==> config.mk <==
export PLATFORM = sky130hd
export DESIGN_NAME = sst_sync_serial
export DESIGN_NICKNAME = d
export VERILOG_FILES = /design/src/inc/sst_pkg.sv /design/src/rtl/sst_sync2.sv /design/src/rtl/sst_baud_gen.sv /design/src/rtl/sst_sync_serial.sv
export VERILOG_INCLUDE_DIRS = /design/src /design/src/inc
export SDC_FILE = /design/constraint.sdc
export NUM_CORES = 1
export LEC_CHECK = 0
export BUFFER_PORTS_ARGS = -buffer_cell sky130_fd_sc_hd__buf_2
export CAP_MARGIN = 10
export CORE_ASPECT_RATIO = 0.75
export CORE_UTILIZATION = 40
export CTS_CLUSTER_SIZE = 20
export DETAILED_ROUTE_END_ITERATION = 16
export PLACE_DENSITY = 0.64
export SLEW_MARGIN = 20
export SYNTH_ARGS = -nofsm -noshare
export SYNTH_HDL_FRONTEND = slang
export SYNTH_SLANG_ARGS = --single-unit
==> constraint.sdc <==
create_clock -name clk_in -period 2.8 [get_ports clk_in]
set_clock_uncertainty 0.15 [all_clocks]
set_input_delay 0.28 -clock clk_in [delete_from_list [all_inputs] [get_ports clk_in]]
set_output_delay 0.28 -clock clk_in [all_outputs]
set_load 0.005 [all_outputs]
==> src/inc/sst_consts.svh <==
// Register offsets, field widths, reset values and counts of the synchronous serial port
`ifndef SST_CONSTS_SVH
`define SST_CONSTS_SVH
`define SST_AW 8
`define SST_OFF_TX_CTRL 8'h00
`define SST_OFF_RX_CTRL 8'h04
`define SST_OFF_RATE_CTRL 8'h08
`define SST_OFF_DIV_LOW 8'h0c
`define SST_OFF_DIV_HIGH 8'h10
`define SST_OFF_TX_BUF 8'h14
`define SST_OFF_RX_DATA 8'h18
`define SST_WORD_MASK 8'hfc
`define SST_TXC_W 5
`define SST_RXC_W 3
`define SST_RTC_W 3
`define SST_BYTE_W 8
`define SST_CHAR_W 9
`define SST_LAST_BIT8 4'h7
`define SST_LAST_BIT9 4'h8
`define SST_BITS8 4'h8
`define SST_BITS9 4'h9
`define SST_RESP_OKAY 2'b00
`define SST_RESP_SLVERR 2'b10
`define SST_DIV_RESET 8'h00
`endif

==> src/inc/sst_pkg.sv <==
// Types shared by the synchronous serial port files
package sst_pkg;
    typedef enum logic {
        SST_IDLE = 1'b0,
        SST_SHIFT = 1'b1
    } sst_state_t;

    // Transmit control register, lowest field in bit 0
    typedef struct packed {
        logic ninth_data_bit;
        logic ninth_bit_enable;
        logic transmit_enable;
        logic clock_source_master;
        logic clocked_mode;
    } sst_tx_ctrl_t;

    // Receive control register
    typedef struct packed {
        logic continuous_receive_enable;
        logic single_receive_enable;
        logic serial_port_enable;
    } sst_rx_ctrl_t;

    // Bit rate control register
    typedef struct packed {
        logic wide_divider_select;
        logic high_speed_divider;
        logic clock_polarity_select;
    } sst_rate_ctrl_t;
endpackage

==> src/rtl/sst_sync2.sv <==
// Two-flop synchroniser for the clock and data pin inputs
`timescale 1ns/1ns
module sst_sync2 (
    input wire logic clk_in,
    input wire logic rst_n_in,
    input wire logic [1:0] async_in,
    output logic [1:0] sync_out
);
    logic [1:0] meta_r;

    always_ff @(posedge clk_in) begin
        if (!rst_n_in) begin
            meta_r <= 2'h0;
            sync_out <= 2'h0;
        end else begin
            meta_r <= async_in;
            sync_out <= meta_r;
        end
    end
endmodule

==> src/rtl/sst_baud_gen.sv <==
// Baud divider giving a one-cycle tick per half bit of the master clock
`timescale 1ns/1ns
`include "sst_consts.svh"
module sst_baud_gen (
    input wire logic clk_in,
    input wire logic rst_n_in,
    input wire logic run_in,
    input wire logic wide_in,
    input wire logic [15:0] div_in,
    output logic tick_out
);
    logic [15:0] cnt_r;
    logic [15:0] limit;

    // Narrow mode ignores the high divider byte
    assign limit = wide_in ? div_in : {`SST_DIV_RESET, div_in[7:0]};
    assign tick_out = run_in && (cnt_r == limit);

    always_ff @(posedge clk_in) begin
        if (!rst_n_in || !run_in || tick_out) begin
            cnt_r <= 16'h0000;
        end else begin
            cnt_r <= cnt_r + 16'h0001;
        end
    end
endmodule

==> src/rtl/sst_sync_serial.sv <==
// Synchronous serial port: master and slave, AXI4-Lite register slave
// What this block does
// - One shared data line: drive it or listen to it, never both.
// - Characters carry data bits only, no start or stop bits.
// - Clocked mode selects synchronous operation; clock source bit makes it master.
// - Both receive enables clear means transmit; either set means receive.
// - The port works only while the serial port enable is set.
// - Master drives the clock pin; its driver enables when transmit or receive set.
// - One clock per data bit, no extra clocks.
// - Data changes on the leading edge, stable through the trailing edge.
// - Polarity set: clock idles high, data changes on falling edges.
// - Polarity clear: clock idles low, data changes on rising edges.
// - Master transmit drives data on data pin, both pin drivers enabled.
// - Buffer write starts a send; it waits while the shifter is busy.
// - Empty shifter takes the buffered byte at once and starts shifting.
// - The shift register is hidden from software.
// - Ninth-bit enable sends nine bits; ninth bit is loaded before the byte.
// - As slave the port shifts with the clock supplied by the master.
`timescale 1ns/1ns
`include "sst_consts.svh"
module sst_sync_serial (
    input wire logic clk_in,
    input wire logic rst_n_in,
    input wire logic [7:0] s_axi_awaddr_in,
    input wire logic s_axi_awvalid_in,
    output logic s_axi_awready_out,
    input wire logic [31:0] s_axi_wdata_in,
    input wire logic [3:0] s_axi_wstrb_in,
    input wire logic s_axi_wvalid_in,
    output logic s_axi_wready_out,
    output logic [1:0] s_axi_bresp_out,
    output logic s_axi_bvalid_out,
    input wire logic s_axi_bready_in,
    input wire logic [7:0] s_axi_araddr_in,
    input wire logic s_axi_arvalid_in,
    output logic s_axi_arready_out,
    output logic [31:0] s_axi_rdata_out,
    output logic [1:0] s_axi_rresp_out,
    output logic s_axi_rvalid_out,
    input wire logic s_axi_rready_in,
    input wire logic clock_pin_in,
    output logic clock_pin_out,
    output logic clock_pin_oe_out,
    input wire logic data_pin_in,
    output logic data_pin_out,
    output logic data_pin_oe_out
);
    sst_pkg::sst_tx_ctrl_t txc_r;
    sst_pkg::sst_rx_ctrl_t rxc_r;
    sst_pkg::sst_rate_ctrl_t rtc_r;
    sst_pkg::sst_state_t state_r;
    logic [7:0] div_low_r, div_high_r, hold_r, rx_data_r;
    logic hold_full_r, rx_ready_r, rx_ninth_r;
    logic [8:0] shift_r, rx_shift_r, rx_next;
    logic [3:0] bit_cnt_r, frame_edges_r;
    logic aw_held_r, w_held_r, bvalid_r, rvalid_r;
    logic [7:0] waddr_r;
    logic [31:0] wdata_r, rdata_r;
    logic [3:0] wstrb_r;
    logic [1:0] bresp_r, rresp_r;
    logic [1:0] pins_s;
    logic clk_s_d_r;
    logic do_wr, wr_lane0, rd_take, buf_write, rx_read;
    logic [7:0] woff, roff;
    logic sync_on, rx_mode, tx_mode, master, pol;
    logic tick, lead_ev, trail_ev, last_bit, start_tx, start_rx, rx_done;
    logic ext_edge, clk_s, data_s;

    ////////////////////////////////////////////////////////////////////////////////
    // Pin inputs and rate divider

    sst_sync2 i_sst_sync2 (
        .clk_in(clk_in),
        .rst_n_in(rst_n_in),
        .async_in({clock_pin_in, data_pin_in}),
        .sync_out(pins_s)
    );
    assign clk_s = pins_s[1];
    assign data_s = pins_s[0];

    sst_baud_gen i_sst_baud_gen (
        .clk_in(clk_in),
        .rst_n_in(rst_n_in),
        .run_in(master && state_r == sst_pkg::SST_SHIFT),
        .wide_in(rtc_r.wide_divider_select),
        .div_in({div_high_r, div_low_r}),
        .tick_out(tick)
    );

    ////////////////////////////////////////////////////////////////////////////////
    // Mode decode

    assign sync_on = txc_r.clocked_mode && rxc_r.serial_port_enable;
    assign master = txc_r.clock_source_master;
    assign rx_mode = rxc_r.single_receive_enable || rxc_r.continuous_receive_enable;
    assign tx_mode = sync_on && txc_r.transmit_enable && !rx_mode;
    assign pol = rtc_r.clock_polarity_select;

    // Slave edges come from the synchronised pin, so they lag the wire by two cycles
    assign ext_edge = clk_s != clk_s_d_r;
    always_comb begin
        if (state_r != sst_pkg::SST_SHIFT) begin
            lead_ev = 1'b0;
            trail_ev = 1'b0;
        end else if (master) begin
            lead_ev = tick && (clock_pin_out == pol);
            trail_ev = tick && (clock_pin_out != pol);
        end else begin
            lead_ev = ext_edge && (clk_s != pol);
            trail_ev = ext_edge && (clk_s == pol);
        end
    end

    assign last_bit = bit_cnt_r == (txc_r.ninth_bit_enable ? `SST_LAST_BIT9 : `SST_LAST_BIT8);
    assign start_tx = state_r == sst_pkg::SST_IDLE && tx_mode && hold_full_r;
    assign start_rx = state_r == sst_pkg::SST_IDLE && sync_on && rx_mode;
    assign rx_done = trail_ev && last_bit && rx_mode;
    assign rx_next = {data_s, rx_shift_r[8:1]};

    ////////////////////////////////////////////////////////////////////////////////
    // Pin drivers

    assign clock_pin_oe_out = sync_on && master && (txc_r.transmit_enable || rx_mode);
    assign data_pin_oe_out = tx_mode;

    ////////////////////////////////////////////////////////////////////////////////
    // Shift engine

    always_ff @(posedge clk_in) begin
        if (!rst_n_in || !sync_on) begin
            state_r <= sst_pkg::SST_IDLE;
        end else begin
            case (state_r)
                sst_pkg::SST_IDLE: begin
                    if (start_tx || start_rx) begin
                        state_r <= sst_pkg::SST_SHIFT;
                    end
                end
                sst_pkg::SST_SHIFT: begin
                    if (trail_ev && last_bit) begin
                        state_r <= sst_pkg::SST_IDLE;
                    end
                end
                default: begin
                    state_r <= sst_pkg::SST_IDLE;
                end
            endcase
        end
    end

    always_ff @(posedge clk_in) begin
        if (!rst_n_in || state_r == sst_pkg::SST_IDLE) begin
            bit_cnt_r <= 4'h0;
        end else if (trail_ev) begin
            bit_cnt_r <= bit_cnt_r + 4'h1;
        end
    end

    // Idle level follows the polarity select at all times outside a frame
    always_ff @(posedge clk_in) begin
        if (!rst_n_in) begin
            clock_pin_out <= 1'b0;
        end else if (state_r == sst_pkg::SST_IDLE || !sync_on) begin
            clock_pin_out <= pol;
        end else if (master && tick) begin
            clock_pin_out <= !clock_pin_out;
        end
    end

    always_ff @(posedge clk_in) begin
        if (!rst_n_in) begin
            clk_s_d_r <= 1'b0;
        end else begin
            clk_s_d_r <= clk_s;
        end
    end

    // No framing bits: the line carries the character bits alone
    always_ff @(posedge clk_in) begin
        if (!rst_n_in) begin
            shift_r <= 9'h000;
            data_pin_out <= 1'b0;
        end else if (start_tx) begin
            shift_r <= {txc_r.ninth_data_bit, hold_r};
        end else if (lead_ev && tx_mode) begin
            data_pin_out <= shift_r[0];
            shift_r <= {1'b0, shift_r[8:1]};
        end
    end

    ////////////////////////////////////////////////////////////////////////////////
    // Holding buffer and receive capture

    // A write landing on the transfer cycle keeps the buffer full: set wins
    always_ff @(posedge clk_in) begin
        if (!rst_n_in) begin
            hold_full_r <= 1'b0;
            hold_r <= 8'h00;
        end else if (buf_write) begin
            hold_full_r <= 1'b1;
            hold_r <= wdata_r[7:0];
        end else if (start_tx) begin
            hold_full_r <= 1'b0;
        end
    end

    always_ff @(posedge clk_in) begin
        if (!rst_n_in) begin
            rx_shift_r <= 9'h000;
            rx_data_r <= 8'h00;
            rx_ninth_r <= 1'b0;
        end else if (trail_ev && rx_mode) begin
            rx_shift_r <= rx_next;
            if (last_bit) begin
                rx_data_r <= txc_r.ninth_bit_enable ? rx_next[7:0] : rx_next[8:1];
                rx_ninth_r <= txc_r.ninth_bit_enable && rx_next[8];
            end
        end
    end

    always_ff @(posedge clk_in) begin
        if (!rst_n_in) begin
            rx_ready_r <= 1'b0;
        end else if (rx_done) begin
            rx_ready_r <= 1'b1;
        end else if (rx_read) begin
            rx_ready_r <= 1'b0;
        end
    end

    ////////////////////////////////////////////////////////////////////////////////
    // AXI4-Lite write channel

    assign s_axi_awready_out = !aw_held_r && !bvalid_r;
    assign s_axi_wready_out = !w_held_r && !bvalid_r;
    assign s_axi_bvalid_out = bvalid_r;
    assign s_axi_bresp_out = bresp_r;
    assign do_wr = aw_held_r && w_held_r && !bvalid_r;
    assign woff = waddr_r & `SST_WORD_MASK;
    assign wr_lane0 = do_wr && wstrb_r[0];
    assign buf_write = wr_lane0 && woff == `SST_OFF_TX_BUF;

    always_ff @(posedge clk_in) begin
        if (!rst_n_in) begin
            aw_held_r <= 1'b0;
            w_held_r <= 1'b0;
            waddr_r <= 8'h00;
            wdata_r <= 32'h0000_0000;
            wstrb_r <= 4'h0;
        end else if (do_wr) begin
            aw_held_r <= 1'b0;
            w_held_r <= 1'b0;
        end else begin
            if (s_axi_awvalid_in && s_axi_awready_out) begin
                aw_held_r <= 1'b1;
                waddr_r <= s_axi_awaddr_in;
            end
            if (s_axi_wvalid_in && s_axi_wready_out) begin
                w_held_r <= 1'b1;
                wdata_r <= s_axi_wdata_in;
                wstrb_r <= s_axi_wstrb_in;
            end
        end
    end

    always_ff @(posedge clk_in) begin
        if (!rst_n_in) begin
            bvalid_r <= 1'b0;
            bresp_r <= `SST_RESP_OKAY;
        end else if (do_wr) begin
            bvalid_r <= 1'b1;
            if (woff <= `SST_OFF_TX_BUF) begin
                bresp_r <= `SST_RESP_OKAY;
            end else begin
                bresp_r <= `SST_RESP_SLVERR;
            end
        end else if (s_axi_bready_in) begin
            bvalid_r <= 1'b0;
        end
    end

    // Hardware clears single receive after one master character; a write wins
    always_ff @(posedge clk_in) begin
        if (!rst_n_in) begin
            txc_r <= '0;
            rxc_r <= '0;
            rtc_r <= '0;
            div_low_r <= `SST_DIV_RESET;
            div_high_r <= `SST_DIV_RESET;
        end else begin
            if (rx_done && master) begin
                rxc_r.single_receive_enable <= 1'b0;
            end
            if (wr_lane0) begin
                if (woff == `SST_OFF_TX_CTRL) begin
                    txc_r <= wdata_r[`SST_TXC_W-1:0];
                end else if (woff == `SST_OFF_RX_CTRL) begin
                    rxc_r <= wdata_r[`SST_RXC_W-1:0];
                end else if (woff == `SST_OFF_RATE_CTRL) begin
                    rtc_r <= wdata_r[`SST_RTC_W-1:0];
                end else if (woff == `SST_OFF_DIV_LOW) begin
                    div_low_r <= wdata_r[7:0];
                end else if (woff == `SST_OFF_DIV_HIGH) begin
                    div_high_r <= wdata_r[7:0];
                end
            end
        end
    end

    ////////////////////////////////////////////////////////////////////////////////
    // AXI4-Lite read channel

    assign s_axi_arready_out = !rvalid_r;
    assign s_axi_rvalid_out = rvalid_r;
    assign s_axi_rdata_out = rdata_r;
    assign s_axi_rresp_out = rresp_r;
    assign rd_take = s_axi_arvalid_in && !rvalid_r;
    assign roff = s_axi_araddr_in & `SST_WORD_MASK;
    assign rx_read = rd_take && roff == `SST_OFF_RX_DATA;

    // The shifter has no address; the buffer offset reads zero
    always_ff @(posedge clk_in) begin
        if (!rst_n_in) begin
            rvalid_r <= 1'b0;
            rdata_r <= 32'h0000_0000;
            rresp_r <= `SST_RESP_OKAY;
        end else if (rd_take) begin
            rvalid_r <= 1'b1;
            rresp_r <= `SST_RESP_OKAY;
            rdata_r <= 32'h0000_0000;
            if (roff == `SST_OFF_TX_CTRL) begin
                rdata_r[`SST_TXC_W+1:0] <= {!hold_full_r, state_r == sst_pkg::SST_IDLE, txc_r};
            end else if (roff == `SST_OFF_RX_CTRL) begin
                rdata_r[`SST_RXC_W+1:0] <= {rx_ready_r, rx_ninth_r, rxc_r};
            end else if (roff == `SST_OFF_RATE_CTRL) begin
                rdata_r[`SST_RTC_W-1:0] <= rtc_r;
            end else if (roff == `SST_OFF_DIV_LOW) begin
                rdata_r[7:0] <= div_low_r;
            end else if (roff == `SST_OFF_DIV_HIGH) begin
                rdata_r[7:0] <= div_high_r;
            end else if (roff == `SST_OFF_RX_DATA) begin
                rdata_r[7:0] <= rx_data_r;
            end else if (roff != `SST_OFF_TX_BUF) begin
                rresp_r <= `SST_RESP_SLVERR;
            end
        end else if (s_axi_rready_in) begin
            rvalid_r <= 1'b0;
        end
    end

    ////////////////////////////////////////////////////////////////////////////////
    // Checks

    always_ff @(posedge clk_in) begin
        if (!rst_n_in || start_tx || start_rx) begin
            frame_edges_r <= 4'h0;
        end else if (trail_ev) begin
            frame_edges_r <= frame_edges_r + 4'h1;
        end
    end

    chk_half_duplex: assert property (@(posedge clk_in) disable iff (!rst_n_in)
        data_pin_oe_out |-> !rx_mode)
        else $error("data pin driven in receive mode");
    chk_edge_count: assert property (@(posedge clk_in) disable iff (!rst_n_in)
        (trail_ev && last_bit && sync_on) |=>
            frame_edges_r == (txc_r.ninth_bit_enable ? `SST_BITS9 : `SST_BITS8))
        else $error("wrong clock count per character");
    chk_data_on_lead: assert property (@(posedge clk_in) disable iff (!rst_n_in)
        $changed(data_pin_out) |-> $past(lead_ev))
        else $error("data changed off the leading edge");
    chk_idle_level: assert property (@(posedge clk_in) disable iff (!rst_n_in)
        (state_r == sst_pkg::SST_IDLE && $past(state_r) == sst_pkg::SST_IDLE && $stable(pol))
            |-> clock_pin_out == pol)
        else $error("clock idle level wrong");
    chk_tx_pins_on: assert property (@(posedge clk_in) disable iff (!rst_n_in)
        (tx_mode && master) |-> (clock_pin_oe_out && data_pin_oe_out))
        else $error("master transmit pins not driven");
    chk_hold_waits: assert property (@(posedge clk_in) disable iff (!rst_n_in)
        (state_r == sst_pkg::SST_SHIFT && hold_full_r && !(trail_ev && last_bit)) |=> hold_full_r)
        else $error("buffer moved while shifter busy");
    chk_load_at_once: assert property (@(posedge clk_in) disable iff (!rst_n_in)
        (state_r == sst_pkg::SST_IDLE && tx_mode && hold_full_r) |=>
            state_r == sst_pkg::SST_SHIFT ##0 (!hold_full_r || $past(buf_write)))
        else $error("buffer not loaded into empty shifter");
    chk_port_off: assert property (@(posedge clk_in) disable iff (!rst_n_in)
        !sync_on |-> (!clock_pin_oe_out && !data_pin_oe_out) ##1 state_r == sst_pkg::SST_IDLE)
        else $error("disabled port still active");
    chk_slave_clock: assert property (@(posedge clk_in) disable iff (!rst_n_in)
        !master |-> !clock_pin_oe_out)
        else $error("slave drives the clock pin");
    chk_flag_clear: assert property (@(posedge clk_in) disable iff (!rst_n_in)
        buf_write |=> hold_full_r [*1])
        else $error("empty flag not cleared by write");
endmodule

==> flow_summary_export.csv <==
group,metric,value,unit
min_path,holdPathStages,3,
clock_network,numCtsBuffers,17,
synthesis,synth-edff-count,0,
synthesis,ys_seq_area_share,43.27,%
placement,place_area,5846,µm²
synthesis,ys_warn_count,0,
placement,numPortBuffers,48,
clock_network,clk_pin_slew,0.05,ns
drt,dr.pass1.iters,5,
critical_path,critPathTopFamily,"compound AO/OA/AOI/OAI gates",
clock_network,cts_resized,0,
global_routing,antenna_found_initial,0,
floorplan,core_area,13240,µm²
critical_path,cp_slowest_cell,"nor4_4",
power_and_ir_drop,irDropWorstVdd,0.4251,mV
drt,ant_nets,0,
timing,rsz0062_at_grt,"no",
min_path,hold_path_class,"input port to flop",
floorplan,die_h,104.0,µm
synthesis,synth_xor_area_share,4.575,%
finish,diodes,0,
timing,tightest_slew,0.9376,ns
critical_path,path_buf_inv,0,
synthesis,synth_top_family_by_area,"simple AND/OR/NAND/NOR gates",
critical_path,r2r_start,"i_sst_baud_gen.cnt_r[6]",
synthesis,yosys.area_share.adder,0.4508,%
synthesis,ys_top_cells_by_area,"dfxtp_1, mux2i_1, nand2_1",
global_routing,grt_overflow,0,
timing,slew-limit-headroom,37.36,%
critical_path,path_cells,"xnor2_1 -> nand3_1 -> nor4_4 -> a41oi_1 -> o21ai_0 -> a21oi_1",
synthesis,yosysMostFrequentCell,"dfxtp_1",
finish,nNetsFinal,771,
critical_path,reg2reg_to,"shift_r[0]",
floorplan,rows,36,
timing,fmax,393.6,MHz
timing,slew_viol_final,0,
finish,drive_gt1_share,13.49,%
power_and_ir_drop,leakagePower,2.637,nW
synthesis,syn_avg_cell_area,8.594,µm²
synthesis,syn-cell-area,5552,µm²
run,drv_cap,0,
finish,fin_area,6646,µm²
floorplan,die_x,138.0,µm
drt,drt_iter0_drc,345,
synthesis,yosysTopAreaCell,"dfxtp_1",
drt,drc_errors,0,
power_and_ir_drop,power,0.004172,W
critical_path,cp-end-kind,"flop",
global_routing,grt_max_degree,33,
synthesis,synth_top_area_share,43.27,%
global_routing,grt_usage,19.01,%
placement,place_congestion,0.8454,
synthesis,synth_seq_cells,120,
timing,report.final.setup_viol,0,
clock_network,numClockSinks,120,
drt,vias_per_cell,5.260,
critical_path,cp_max_fo,10,
placement,hpwl,9.356,mm
clock_network,clkLatencyLatePin,0.41,ns
clock_network,cts_max_path_buffers,2,
critical_path,rrSetupSlack,0.26,ns
synthesis,syn_inst,646,
clock_network,cts_root_buf,"clkbuf_16",
min_path,min_delay_worst_endpoint,"s_axi_rresp_out[1]",
min_path,hold_start,"s_axi_araddr_in[5]",
timing,hold_violations,0,
global_routing,grt_pass1_wl,21.82,mm
critical_path,cp.arrival,2.68,ns
finish,final_util,50.19,%
timing,fin_crit,2.541,ns
critical_path,start_kind,"flop",
floorplan,start_util,41.92,%
synthesis,synthArstFlopShare,0,%
critical_path,cp_slowest_stage_delay,0.53,ns
timing,fin_hold_ws,0.06402,ns
synthesis,ys.flop_type,"dfxtp_1",
clock_network,cts_tree,"done",
outcome,outcome,"completed",
synthesis,synth.distinct_cells,58,
synthesis,synth_common_cells,"dfxtp_1, nand2_1, nor2_1",
clock_network,htreeDepth,4,
power_and_ir_drop,powerDensity,627.8,nW/µm²
critical_path,critPathKind,"flop to flop",
synthesis,yosys.area_share.simple,19.27,%
timing,min_period_over_period,90.73,%
critical_path,worstPathRequired,2.94,ns
critical_path,reg2reg_depth,6,
finish,syn_to_final_growth,19.72,%
synthesis,synth_mux_area_share,10.28,%
synthesis,synth_compound_area_share,14.87,%
drt,finalWirelength,13.08,mm
drt,routedWlPerCell,14.69,µm
drt,vias,4681,
floorplan,ios,106,
floorplan,die_area,14360,µm²
global_routing,grt_pass1_vias,4387,
timing,tns,0,ns
registers in the layout, summed over array words and instances (netlist names), 2 cells and up:
name,flops
hold_r,8
rtc_r,2
wdata_r,8
rxc_r,3
shift_r,9
s_axi_rdata_out,8
rx_data_r,8
txc_r,4
waddr_r,6
i_sst_sync2.sync_out,2
i_sst_sync2.meta_r,2
div_high_r,8
div_low_r,8
i_sst_baud_gen.cnt_r,16
bit_cnt_r,4
rx_shift_r,8
layer usage:
metal  vias to the layer above  share of wire, %  GRT usage, %
met3                        15               5.4         4.926
li1                       2329                 -             -
met2                       142                44         27.96
met1                      2195                50         26.54
met5                         -                 0             0
met4                         0               1.4         6.986
what timing repair did:
| item | 4_1_cts | 5_1_grt |
|---|---|---|
| buffers inserted | 0 | 0 |
| endpoints found under the hold margin | 20 | 0 |
| hold buffers | 21 | 0 |
stage by stage:
stage / setup WS (ns) / cells
2_1_floorplan: 0.4651 / 671
3_3_place_gp: 0.4002 / 839
3_5_place_dp: 0.3651 / 839
4_1_cts: 0.2721 / 890
5_1_grt: 0.05592 / 890
6_report: 0.2595 / 890
cells by family (layout without fill, tap and decap cells):
logic type,Yosys count,count (layout)
AO/OA/AOI/OAI,135,135
XOR/XNOR,29,29
adder cells (fa/ha/maj),2,2
buffers and inverters,76,124
flip-flops,120,120
multiplexers,57,57
other,1,26
AND/OR/NAND/NOR,226,226
cells in the final DEF (no fill, tap or decap), types with 5 or more instances in the layout:
cell type	n
xor2_1	11
nor2_1	73
clkinv_2	5
and2_1	9
dfxtp_1	120
o21ai_0	34
nand2b_1	12
clkbuf_16	17
nand2_1	74
and3_1	5
inv_1	9
nand3_1	14
dlygate4sd3_1	21
mux2i_1	57
nor3_1	5
xnor2_1	18
conb_1	26
a31oi_1	9
buf_2	48
o211ai_1	12
nand4_1	9
buf_4	14
o22ai_1	5
a21oi_1	53
cell type report:
class,count,area [µm²]
Timing Repair Buffer,83,555.5
Sequential cell,120,2402
Inverter,11,41.29
Tap cell,171,214.0
Clock buffer,20,436.7
Fill cell,1267,6596
Multi-Input combinational cell,475,2843
Clock inverter,10,153.9
worst min-delay path, delay by kind of cell:
family	cells	cell delay (ns)
compound gates	1	0.15
buf+inv	1	0.09
simple gates	1	0.07
power by group:
group / internal, W / leakage (nW) / switching [W]
sequential: 0.00174 / 0.971 / 0.0000343
clock: 0.00147 / 0.293 / 0.000737
combinational: 0.0000842 / 1.37 / 0.000110
worst max-delay path by stage:
stage,start,to,slack [ns],cells past startpoint
2_1_floorplan,i_sst_baud_gen.cnt_r[6],rx_ninth_r,0.47,7
3_3_place_gp,i_sst_baud_gen.cnt_r[2],rx_data_r[3],0.40,7
3_5_place_dp,i_sst_baud_gen.cnt_r[6],rx_data_r[1],0.37,7
4_1_cts,i_sst_baud_gen.cnt_r[6],shift_r[0],0.27,6
5_1_grt,rtc_r[2],shift_r[2],0.06,7
6_report,i_sst_baud_gen.cnt_r[6],shift_r[0],0.26,6
Note: power is estimated with default switching activity, not from simulation.
